[config.mk]
export PLATFORM = sky130hd
export DESIGN_NAME = bfs_sequencer
export DESIGN_NICKNAME = d
export VERILOG_FILES = /design/src/pkg/bfs_pkg.sv /design/src/pkg/bfs_gate_if.sv /design/src/rtl/bfs_gate_drive.sv /design/src/rtl/bfs_sequencer.sv
export SDC_FILE = /design/constraint.sdc
export NUM_CORES = 1
export LEC_CHECK = 0
export BUFFER_PORTS_ARGS = -buffer_cell sky130_fd_sc_hd__buf_2
export CAP_MARGIN = 20
export CORE_MARGIN = 2
export CORE_UTILIZATION = 25
export CTS_BUF_LIST = sky130_fd_sc_hd__clkbuf_4 sky130_fd_sc_hd__clkbuf_8
export CTS_CLUSTER_DIAMETER = 100
export DETAILED_ROUTE_END_ITERATION = 7
export PLACE_DENSITY = 0.4
export REMOVE_ABC_BUFFERS = 1
export SETUP_SLACK_MARGIN = 0.02
export SKIP_CTS_REPAIR_TIMING = 1
export SKIP_LAST_GASP = 1
export SLEW_MARGIN = 20
export SYNTH_ARGS = -nofsm -noshare
export SYNTH_HDL_FRONTEND = slang
export SYNTH_SLANG_ARGS = --single-unit
[constraint.sdc]
create_clock -name core_clk_i -period 5.8 [get_ports core_clk_i]
set_input_delay 0.29 -clock core_clk_i [delete_from_list [all_inputs] [get_ports core_clk_i]]
set_output_delay 0.29 -clock core_clk_i [all_outputs]
set_load 0.01 [all_outputs]
[src/pkg/bfs_pkg.sv]
/*
 * bfs_pkg: constants, thresholds and state type for the buck fault and
 * start-up sequencer. Assumes a 100 MHz core clock; monitor samples arrive
 * as plain binary values in mV and degrees C.
 */
`default_nettype none
package bfs_pkg;

   // ----------------------------------------------------------------
   // clock and timing
   // ----------------------------------------------------------------
   localparam int CLK_PERIOD_NS  = 10;
   localparam int DETECT_TIME_US = 800;
   localparam int DETECT_CYC     = DETECT_TIME_US * 1000 / CLK_PERIOD_NS;
   localparam int IDLE_TIME_MS   = 6;
   localparam int IDLE_CYC       = IDLE_TIME_MS * 1000000 / CLK_PERIOD_NS;
   localparam int TMR_W          = 20;

   // ----------------------------------------------------------------
   // monitor thresholds
   // ----------------------------------------------------------------
   localparam logic [11:0] EN_ON_MV    = 12'h276;  // 630 mV
   localparam logic [11:0] EN_HYST_MV  = 12'h01E;  // 30 mV
   localparam logic [11:0] EN_OFF_MV   = EN_ON_MV - EN_HYST_MV;
   localparam logic [15:0] LOCKOUT_MV  = 16'h0A5A; // 2650 mV
   localparam logic [7:0]  OT_ON_C     = 8'h9B;    // 155 C
   localparam logic [7:0]  OT_OFF_C    = 8'h8C;    // 140 C

   // ----------------------------------------------------------------
   // violation counting and sense gain codes
   // ----------------------------------------------------------------
   localparam logic [5:0]  VIOL_LIMIT  = 6'h20;    // 32 violations
   localparam logic [1:0]  GCODE_47K   = 2'h0;
   localparam logic [1:0]  GCODE_22K   = 2'h1;
   localparam logic [1:0]  GCODE_OPEN  = 2'h2;
   localparam logic [1:0]  GCODE_100K  = 2'h3;
   localparam logic [4:0]  GAIN_3      = 5'h03;
   localparam logic [4:0]  GAIN_6      = 5'h06;
   localparam logic [4:0]  GAIN_12     = 5'h0C;
   localparam logic [4:0]  GAIN_24     = 5'h18;

   typedef enum logic [2:0] {
      ST_OFF,
      ST_DETECT,
      ST_SOFT,
      ST_RUN,
      ST_IDLE
   } bfs_state_type;

endpackage
`default_nettype wire

[src/pkg/bfs_gate_if.sv]
/*
 * bfs_gate_if: carries drive permission and the pwm request from the
 * sequencer to the gate-drive interlock, and the gate states back.
 * Assumes both ends share core_clk_i.
 */
`timescale 1ns/100ps
`default_nettype none
interface bfs_gate_if;
   logic drive_en;
   logic pwm;
   logic upper_gate_drive;
   logic lower_gate_drive;

   modport seq (output drive_en, output pwm, input upper_gate_drive, input lower_gate_drive);
   modport drv (input drive_en, input pwm, output upper_gate_drive, output lower_gate_drive);
endinterface
`default_nettype wire

[src/rtl/bfs_gate_drive.sv]
/*
 * bfs_gate_drive: complementary upper/lower gate drive with interlock.
 * Assumes drive_en and pwm are synchronous to core_clk_i.
 */
`timescale 1ns/100ps
`default_nettype none
module bfs_gate_drive (
   input  wire logic core_clk_i,
   input  wire logic rst_i,
   bfs_gate_if.drv   gate
);

   logic upper_reg;
   logic lower_reg;
   logic upper_next;
   logic lower_next;

   // ----------------------------------------------------------------
   // interlock: a switch turns on only once the other is seen off,
   // which inserts one dead cycle at every transition
   // ----------------------------------------------------------------
   assign upper_next = gate.drive_en & gate.pwm & ~lower_reg;
   assign lower_next = gate.drive_en & ~gate.pwm & ~upper_reg;

   always_ff @(posedge core_clk_i) begin
      if (rst_i) begin
         upper_reg <= 1'b0;
         lower_reg <= 1'b0;
      end else begin
         upper_reg <= upper_next;
         lower_reg <= lower_next;
      end
   end

   assign gate.upper_gate_drive = upper_reg;
   assign gate.lower_gate_drive = lower_reg;
endmodule
`default_nettype wire

[src/rtl/bfs_sequencer.sv]
/*
 * bfs_sequencer: start-up and protection sequencer for a synchronous buck
 * controller. Holds enable, lockout and thermal flags, runs gain detection
 * before soft start, counts valley current-limit violations and runs hiccup
 * recovery. Assumes monitor samples and comparator levels are synchronous
 * to core_clk_i, and that the soft-start ramp reports its own completion.
 */
`timescale 1ns/100ps
`default_nettype none
module bfs_sequencer #(
   parameter int DETECT_CYC = bfs_pkg::DETECT_CYC,
   parameter int IDLE_CYC   = bfs_pkg::IDLE_CYC
) (
   input  wire logic        core_clk_i,
   input  wire logic        rst_i,
   input  wire logic [11:0] en_mv_i,
   input  wire logic [15:0] vin_mv_i,
   input  wire logic [7:0]  temp_c_i,
   input  wire logic [1:0]  gain_code_i,
   input  wire logic        valley_limit_i,
   input  wire logic        ss_done_i,
   input  wire logic        pwm_i,
   output logic             upper_gate_drive_o,
   output logic             lower_gate_drive_o,
   output logic [1:0]       gain_code_o,
   output logic [4:0]       sense_gain_o,
   output logic             low_power_o,
   output logic             thermal_o,
   output logic             hiccup_o
);

   bfs_gate_if gate ();

   bfs_pkg::bfs_state_type state_reg;
   bfs_pkg::bfs_state_type state_next;
   logic [bfs_pkg::TMR_W-1:0] tmr_reg;
   logic [5:0]  viol_reg;
   logic        en_on_reg;
   logic        ot_reg;
   logic        lock_reg;
   logic        lim_d_reg;
   logic        retry_reg;
   logic        pdown_reg;
   logic [1:0]  gain_code_reg;
   logic [4:0]  sense_gain_reg;
   logic        low_power_reg;
   logic        hiccup_reg;

   // ----------------------------------------------------------------
   // decode
   // ----------------------------------------------------------------
   wire en_rise   = en_mv_i > bfs_pkg::EN_ON_MV;
   wire en_fall   = en_mv_i < bfs_pkg::EN_OFF_MV;
   wire ot_rise   = temp_c_i > bfs_pkg::OT_ON_C;
   wire ot_fall   = temp_c_i < bfs_pkg::OT_OFF_C;
   wire active_w  = en_on_reg & ~lock_reg & ~ot_reg;
   wire viol_ev   = valley_limit_i & ~lim_d_reg;
   wire viol_full = viol_ev & (viol_reg == bfs_pkg::VIOL_LIMIT - 6'h01);
   wire det_end   = tmr_reg == bfs_pkg::TMR_W'(DETECT_CYC - 1);
   wire idle_end  = tmr_reg == bfs_pkg::TMR_W'(IDLE_CYC - 1);
   wire driving_w = (state_reg == bfs_pkg::ST_SOFT) | (state_reg == bfs_pkg::ST_RUN);
   // a retry ramp trips on the first violation rather than waiting for 32
   wire trip_w    = (state_reg == bfs_pkg::ST_SOFT && retry_reg) ? viol_ev : viol_full;

   assign gate.drive_en = active_w & driving_w;
   assign gate.pwm      = pwm_i;

   // ----------------------------------------------------------------
   // sequencing
   // ----------------------------------------------------------------
   always_comb begin
      state_next = state_reg;
      case (state_reg)
         bfs_pkg::ST_OFF:    state_next = bfs_pkg::ST_DETECT;
         bfs_pkg::ST_DETECT: if (det_end) state_next = bfs_pkg::ST_SOFT;
         bfs_pkg::ST_SOFT: begin
            if (trip_w) state_next = bfs_pkg::ST_IDLE;
            else if (ss_done_i) state_next = bfs_pkg::ST_RUN;
         end
         bfs_pkg::ST_RUN:    if (viol_full) state_next = bfs_pkg::ST_IDLE;
         bfs_pkg::ST_IDLE: begin
            if (idle_end) begin
               state_next = pdown_reg ? bfs_pkg::ST_OFF : bfs_pkg::ST_SOFT;
            end
         end
         default:            state_next = bfs_pkg::ST_OFF;
      endcase
      if (!active_w) state_next = bfs_pkg::ST_OFF;
   end

   always_ff @(posedge core_clk_i) begin
      if (rst_i) begin
         en_on_reg <= 1'b0;
         ot_reg    <= 1'b0;
         lock_reg  <= 1'b1;
         lim_d_reg <= 1'b0;
      end else begin
         en_on_reg <= en_on_reg ? ~en_fall : en_rise;
         ot_reg    <= ot_reg ? ~ot_fall : ot_rise;
         lock_reg  <= vin_mv_i < bfs_pkg::LOCKOUT_MV;
         lim_d_reg <= valley_limit_i;
      end
   end

   always_ff @(posedge core_clk_i) begin
      if (rst_i) begin
         state_reg <= bfs_pkg::ST_OFF;
         tmr_reg   <= '0;
         viol_reg  <= '0;
         retry_reg <= 1'b0;
         pdown_reg <= 1'b0;
      end else begin
         state_reg <= state_next;
         // timer restarts on every state change
         tmr_reg   <= (state_next != state_reg || !active_w) ? '0 : tmr_reg + 1'b1;
         if (!active_w || state_next == bfs_pkg::ST_IDLE || state_next == bfs_pkg::ST_OFF) begin
            viol_reg <= '0;
         end else if (viol_ev) begin
            viol_reg <= viol_reg + 6'h01;
         end
         if (!active_w || state_next == bfs_pkg::ST_RUN || state_next == bfs_pkg::ST_OFF) begin
            retry_reg <= 1'b0;
         end else if (state_reg == bfs_pkg::ST_IDLE && state_next == bfs_pkg::ST_SOFT) begin
            retry_reg <= 1'b1;
         end
         if (!active_w || state_next == bfs_pkg::ST_OFF) begin
            pdown_reg <= 1'b0;
         end else if (state_reg == bfs_pkg::ST_SOFT && retry_reg && viol_ev) begin
            pdown_reg <= 1'b1;
         end
      end
   end

   // ----------------------------------------------------------------
   // gain detection and status
   // ----------------------------------------------------------------
   wire [4:0] gain_map = (gain_code_i == bfs_pkg::GCODE_47K)  ? bfs_pkg::GAIN_3  :
                         (gain_code_i == bfs_pkg::GCODE_22K)  ? bfs_pkg::GAIN_6  :
                         (gain_code_i == bfs_pkg::GCODE_OPEN) ? bfs_pkg::GAIN_12 :
                                                                bfs_pkg::GAIN_24;

   always_ff @(posedge core_clk_i) begin
      if (rst_i) begin
         gain_code_reg  <= bfs_pkg::GCODE_OPEN;
         sense_gain_reg <= bfs_pkg::GAIN_12;
         low_power_reg  <= 1'b1;
         hiccup_reg     <= 1'b0;
      end else begin
         if (state_reg == bfs_pkg::ST_DETECT && det_end) begin
            gain_code_reg  <= gain_code_i;
            sense_gain_reg <= gain_map;
         end
         low_power_reg  <= ~en_on_reg;
         hiccup_reg     <= state_next == bfs_pkg::ST_IDLE;
      end
   end

   bfs_gate_drive u_drive (
      .core_clk_i (core_clk_i),
      .rst_i      (rst_i),
      .gate       (gate)
   );

   assign upper_gate_drive_o = gate.upper_gate_drive;
   assign lower_gate_drive_o = gate.lower_gate_drive;
   assign gain_code_o        = gain_code_reg;
   assign sense_gain_o       = sense_gain_reg;
   assign low_power_o        = low_power_reg;
   assign thermal_o          = ot_reg;
   assign hiccup_o           = hiccup_reg;
endmodule
`default_nettype wire

**Yosys cells after proc, flatten, opt, wreduce, memory -nomap -nowiden**

Cells that the tools add are included.

- Flip-flop bits (word level): 46
- Bits in latches: 0
- RAM bits: 0
- Memory bits (read-only): 0
- Output and inout bits: 12
- Word-level logic and storage cells: 86
- Memories kept: 0

- Add/sub/neg operators: 2
- Multiply operators: 0
- Div/mod/pow operators: 0
- Magnitude comparators: 5
- Equal/unequal tests: 13
- Shift-type cells: 0
- Multiplexer cells: 14
- Bitwise logic cells: 19
- Reductions and logical operators: 18

Operator list:

| operator | count |
|---|---|
| 20-bit by 1-bit adder with 20-bit output (second input constant) | 1 |
| 20-bit by 17-bit equality test with 1-bit output (second input constant) | 1 |
| 20-bit equality test (second input constant) | 1 |
| 3-bit two-way mux | 6 |
| 16-bit by 12-bit < comparator with 1-bit output (second input constant) | 1 |
| 5-bit two-way mux | 3 |
| 3-bit one-hot mux with 5 select lines | 1 |
| 3-bit by 2-bit equality test with 1-bit output (second input constant) | 4 |
| 12-bit by 10-bit greater-than comparator with 1-bit output (second input constant) | 1 |
| 12-bit by 10-bit < comparator with 1-bit output (second input constant) | 1 |
| 1-bit AND | 9 |
| 1-bit inverter | 9 |
| 8-bit greater-than comparator (second input constant) | 1 |
| 8-bit < comparator (second input constant) | 1 |
| 2-bit OR reduction | 4 |
| 6-bit by 1-bit adder with 6-bit output (second input constant) | 1 |
| 3-bit equality test (second input constant) | 2 |
| 6-bit by 5-bit equality test with 1-bit output (second input constant) | 1 |
| 3-bit zero test | 2 |
| 1-bit logical OR | 6 |
| 1-bit logical AND | 4 |
| 3-bit by 1-bit equality test with 1-bit output (second input constant) | 1 |
| 1-bit two-way mux | 3 |
| 3-bit != test | 1 |
| 6 further kinds | 6 |

**Depth between registers and ports, before layout**

- Depth after elaboration: 11
- Gate-level depth with buffers: 7
- Mapped depth without buffers: 6

**By module**

From an unflattened synthesis, not the netlist that was laid out.

- Cell total of the unflattened synthesis: 264
- Area total of the unflattened synthesis: 2,275.9 um^2

By module, submodules not included:

| module | instances | cells an instance | area an instance (um^2) |
|---|---|---|---|
| bfs_sequencer | 1 | 260 | 2,208.4 |
| bfs_gate_drive | 1 | 4 | 67.6 |

**Worst setup path after synthesis**

No wires, ideal clock.

- Kind: register to register
- From: register tmr_reg[17] in the netlist's numbering
- To: register tmr_reg[10] in the netlist's numbering
- Setup time: 134 ps
- Arrival time: 1,817 ps
- Path slack: 3,849 ps
- Cell stages (with the launch flop): 7
- Cell sequence: dfxtp_1 -> or4b_4 -> nor4_4 -> nand3_1 -> a32oi_1 -> buf_4 -> nor4_1

- Longest elaborated chain between the ends: 7
- Elaborated cells on any way between the ends: 9
- Classes of those cells: 3 x eq/ne; 4 x mux; 2 x reduce/logical

RTL lines:

| element | RTL line | text |
|---|---|---|
| start: declaration | bfs_sequencer.sv:36 | `logic [bfs_pkg::TMR_W-1:0] tmr_reg;` |
| start signal: assignment | bfs_sequencer.sv:115 | `tmr_reg <= (state_next != state_reg \|\| !active_w) ? '0 : tmr_reg + 1'b1;` |
| 20-bit equality test or 20-bit by 17-bit equality test with 1-bit output (tied branches) | bfs_sequencer.sv:60, bfs_sequencer.sv:59 |  |
| 3-bit two-way mux, on equally long branches | bfs_sequencer.sv:82, bfs_sequencer.sv:75 |  |
| 3-bit one-hot mux with 5 select lines * | bfs_sequencer.sv:73 | `case (state_reg)` |
| 3-bit two-way mux * | bfs_sequencer.sv:88 | `if (!active_w) state_next = bfs_pkg::ST_OFF;` |
| 3-bit != test * | bfs_sequencer.sv:115 |  |
| 1-bit logical OR * | bfs_sequencer.sv:115 |  |
| 2-bit OR reduction (no source line) * | - |  |

Every way passes the cells marked *; elsewhere a longest branch is shown, timed or not.
A chain may end at the register's enable or synchronous reset.

**Worst setup path after layout**

- From: register state_reg[0]
- To: register tmr_reg[3] in the netlist's numbering

- Longest elaborated chain between the ends: 9
- Elaborated cells on any way between the ends: 17
- Classes of those cells: 5 x eq/ne; 8 x mux; 4 x reduce/logical

RTL lines:

| element | RTL line | text |
|---|---|---|
| start: declaration | bfs_sequencer.sv:34 | `bfs_pkg::bfs_state_type state_reg;` |
| start signal: assignment | bfs_sequencer.sv:107 | `state_reg <= bfs_pkg::ST_OFF;` |
| start signal: assignment | bfs_sequencer.sv:113 | `state_reg <= state_next;` |
| 3-bit by 2-bit equality test with 1-bit output | bfs_sequencer.sv:63, bfs_sequencer.sv:73 |  |
| 1-bit logical AND | bfs_sequencer.sv:63 | `wire trip_w = (state_reg == bfs_pkg::ST_SOFT && retry_reg) ? viol_ev : viol_full;` |
| 1-bit two-way mux | bfs_sequencer.sv:63 |  |
| 3-bit two-way mux | bfs_sequencer.sv:77 | `if (trip_w) state_next = bfs_pkg::ST_IDLE;` |
| 3-bit one-hot mux with 5 select lines | bfs_sequencer.sv:73 |  |
| 3-bit two-way mux | bfs_sequencer.sv:88 |  |
| 3-bit != test * | bfs_sequencer.sv:115 |  |
| 1-bit logical OR * | bfs_sequencer.sv:115 |  |
| 2-bit OR reduction (no source line) * | - |  |

Marks and branches as above.

==> results by group <==
Run status
  – Outcome: finished, final reports clean

Global route
  – Met1 usage: 14.5%
  – Gr usage total: between 10% and 20%
  – Met2 GRT Util: 18.3%
  – Vias in the first global route: ~2000
  – Busiest grt layer: met2
  – Initial antenna violation count: 0
  – Total congestion overflow: 0
  – First-pass GRT wire length: approximately 9000 um
  – Largest net degree at the start of global routing: 21
  – Met3 Resource Use GR: around 3.2%

Timing
  – Max frequency: ~380 MHz
  – Slew Viols, Final: 0
  – RSZ-0062 raised after global routing: no
  – Hold Vio Cnt, Final: 0
  – Slew headroom: about two fifths
  – Final min period: 2.61 ns
  – Total Neg Setup Slack: 0 ns
  – Worst-margin pin slew: 0.918 ns
  – Fin Clk Skew: ~0.011 ns
  – Final setup violating endpoints: 0
  – Fin crit share: 45.0%

Finish
  – Sequential Area: 921 um2
  – # diodes: 0
  – Layout fillers: roughly 920
  – Area Overhead vs Synth: 20.7%
  – Final instance area: 2720 um2
  – Fraction of layout cells with a size suffix above 1: between 20% and 30%
  – Area of the multi-input gates: about 1200 um2
  – Final nets: between 300 and 400
  – Number of flip-flops in the largest register: 20

Clock tree
  – CTS H-tree depth: 2
  – CTS tree: done
  – Clock-pin slew on the worst setup and hold paths: around 0.1 ns
  – Root Driver: clkbuf_8
  – Clock Tree Buf Depth: 2
  – Inserted Clock Buffers: 5
  – Clock latency on the worst-skew pair: about 0.30 ns
  – CTS sink cnt: between 40 and 50

Logic synthesis
  – Adder-cell share of the synthesized area: 2.78%
  – Synthesized instance count: about 260
  – Average size of a mapped cell: between 8 and 9 um2
  – Synth Area in Compound Gates: approximately 11%
  – Post-synth cell types: 51
  – FFs w/ async S/R, synth: 0%
  – Top-area cell type share of the netlist area: between 40% and 50%
  – Area contributors post-synth: dfxtp_1 41%, xnor2_1 5.4%, nor2_1 5.2%
  – Mapped Area: between 2000 and 2500 um2
  – Simple-gate area share of the yosys netlist: a little under a third
  – Post-Synth XOR/XNOR Area: ~8.9%
  – Sequential area share after synthesis: about two fifths
  – Synthesis-stage register bit count: between 40 and 50
  – Cell taking the most area after synthesis: dfxtp_1
  – Synth warnings: 0
  – Mux cell area share after synthesis: 1.78%
  – Number of synthesized flops with an enable pin: 0
  – Largest family of logic cells by synthesized area: simple AND/OR/NAND/NOR gates
  – Prevailing post-synth register cell: dfxtp_1

Min path
  – Hold endpoint: u_drive.gate.lower_gate_drive
  – Worst Hold Class: primary input to flip-flop
  – HP Start: pwm_i
  – Worst Hold Depth: 2

Critical path
  – CP Cell Sequence: nor4bb_1, a2111oi_0, o21ai_0, nand4_1, nor4_1
  – FF-to-FF End: tmr_reg[3]
  – CP max FO: 20
  – CP Launch Type: flip-flop
  – Worst Path Buf+Inv: 0
  – Arrival @ worst endpoint: around 2.8 ns
  – WP data required: 5.99 ns
  – Delay of the slowest cell on the worst path: roughly 0.75 ns
  – Worst R2R Path Depth: 5
  – Critical path class: flip-flop to flip-flop
  – Worst setup EP type: flip-flop
  – CP max stage cell: nand4_1
  – Crit Reg-Reg Startpoint: state_reg[0]
  – R2R Setup Slk: 3.19 ns
  – CP top delay family: simple AND/OR/NAND/NOR gates

Detailed routing
  – Drt wl/cell: roughly 13 um
  – Vias per cell: just under 5
  – Detailed-route via count: 2000
  – First-pass iteration count of the detailed router: 4
  – Final WL: 5270 um
  – DRC: 0
  – Antenna Nets Post-Route: 0
  – 1st-iter DRT viols: 41

Placed design
  – Gpl congestion: ~0.74
  – Hpwl dp: 3810 um
  – PortBufs: 51
  – Area after DPL: 2600 um2

Die
  – Die area: around 9800 um2
  – Die Ht: 98.9 um
  – IO Count: between 50 and 60
  – Row Count: 34
  – Die W: 98.9 um
  – Core Region: about 8700 um2
  – Initial cell density of the core: between 20% and 30%

Power
  – Total leakage power: about 1 nW
  – Peak supply drop: just under 0.00009 V
  – Pwr Density: about 220 nW/um2

Run
  – Maxcap violations: 0
==> where the power goes <==
part           leakage [nW]  internal [mW]  switching, mW  total (mW)
combinational         0.565         0.0170         0.0148      0.0317
sequential            0.372          0.318        0.00213       0.320
clock                0.0504          0.128          0.116       0.245
==> per-layer routing <==
layer	up-vias	wire [um]
met5	-	0
met4	0	54
met3	4	390
met2	64	2310
met1	913	2510
li1	1019	-
==> kinds of logic after synthesis <==
kind of cell             Yosys count
AND/OR/NAND/NOR                  122
flip-flops                        46
AO/OA/AOI/OAI                     37
XOR/XNOR                          23
buffers and inverters             18
adder cells (fa/ha/maj)            5
multiplexers                       4
==> per-stage QoR <==
stage          cells  hold WS, ns  power, mW  worst slack [ns]  utilization (%)
6_report         414        0.163      0.597              3.19             31.1
3_5_place_dp     406        0.405      0.360              3.20             29.8
4_1_cts          414        0.145      0.611              3.17             31.1
3_3_place_gp     406        0.393      0.360              3.18             29.8
2_1_floorplan    246        0.362      0.341              3.67                -
5_1_grt          414        0.149      0.627              2.85             31.1
==> worst max-delay path by stage <==
stage                 startpoint  depth (start not counted)  slack (ns)           to
floorplan            tmr_reg[17]                          5        3.67  tmr_reg[10]
global route        state_reg[0]                          5        2.85   tmr_reg[3]
detailed placement  state_reg[0]                          5        3.20   tmr_reg[3]
finish              state_reg[0]                          5        3.19   tmr_reg[3]
CTS                 state_reg[0]                          5        3.17   tmr_reg[3]
global placement    state_reg[0]                          5        3.18   tmr_reg[0]
==> area by class of cell <==
class / count / share of cell area (%)
multi-input cells: 191 / 46.0
flip-flops and latches: 46 / 33.9
repair buffers: 52 / 9.67
well taps: 108 / 4.97
clock buffers: 5 / 2.53
clock inverters: 3 / 1.66
inverters: 9 / 1.24
==> placed cells by master (no fill, tap or decap), drive strengths merged, types with 3 or more instances in the layout <==
cell and instances:
nand4 8, dfxtp 46, nor2b 5, ha 5, clkbuf 5, a211o 3, a31oi 4, xnor2 14
mux2i 4, nor4bb 3, a21oi 8, nor2 31, nand2 16, buf 52, nor3b 4, o21bai 4
o21ai 7, nor4 16, nand3 9, nor3 11, xor2 9, and4 4, inv 9
==> Yosys cell counts, types with 2 or more instances <==
master,instances
a211oi_1,2
nor4b_1,2
nor2b_1,5
mux2i_1,4
a32oi_1,2
a31oi_1,4
and4_1,4
xor2_1,9
xnor2_1,14
o21bai_1,4
ha_1,5
nand2_1,16
nor4bb_1,3
and3_1,2
nor2_1,31
dfxtp_1,46
a21oi_1,7
clkbuf_1,6
nand4_1,7
nand3_1,8
nand2b_1,2
o21ai_0,6
nor4_1,15
nor3b_1,4
inv_1,9
nor3_1,11
a211o_1,3
No activity file was read; power rests on OpenSTA's default activity.
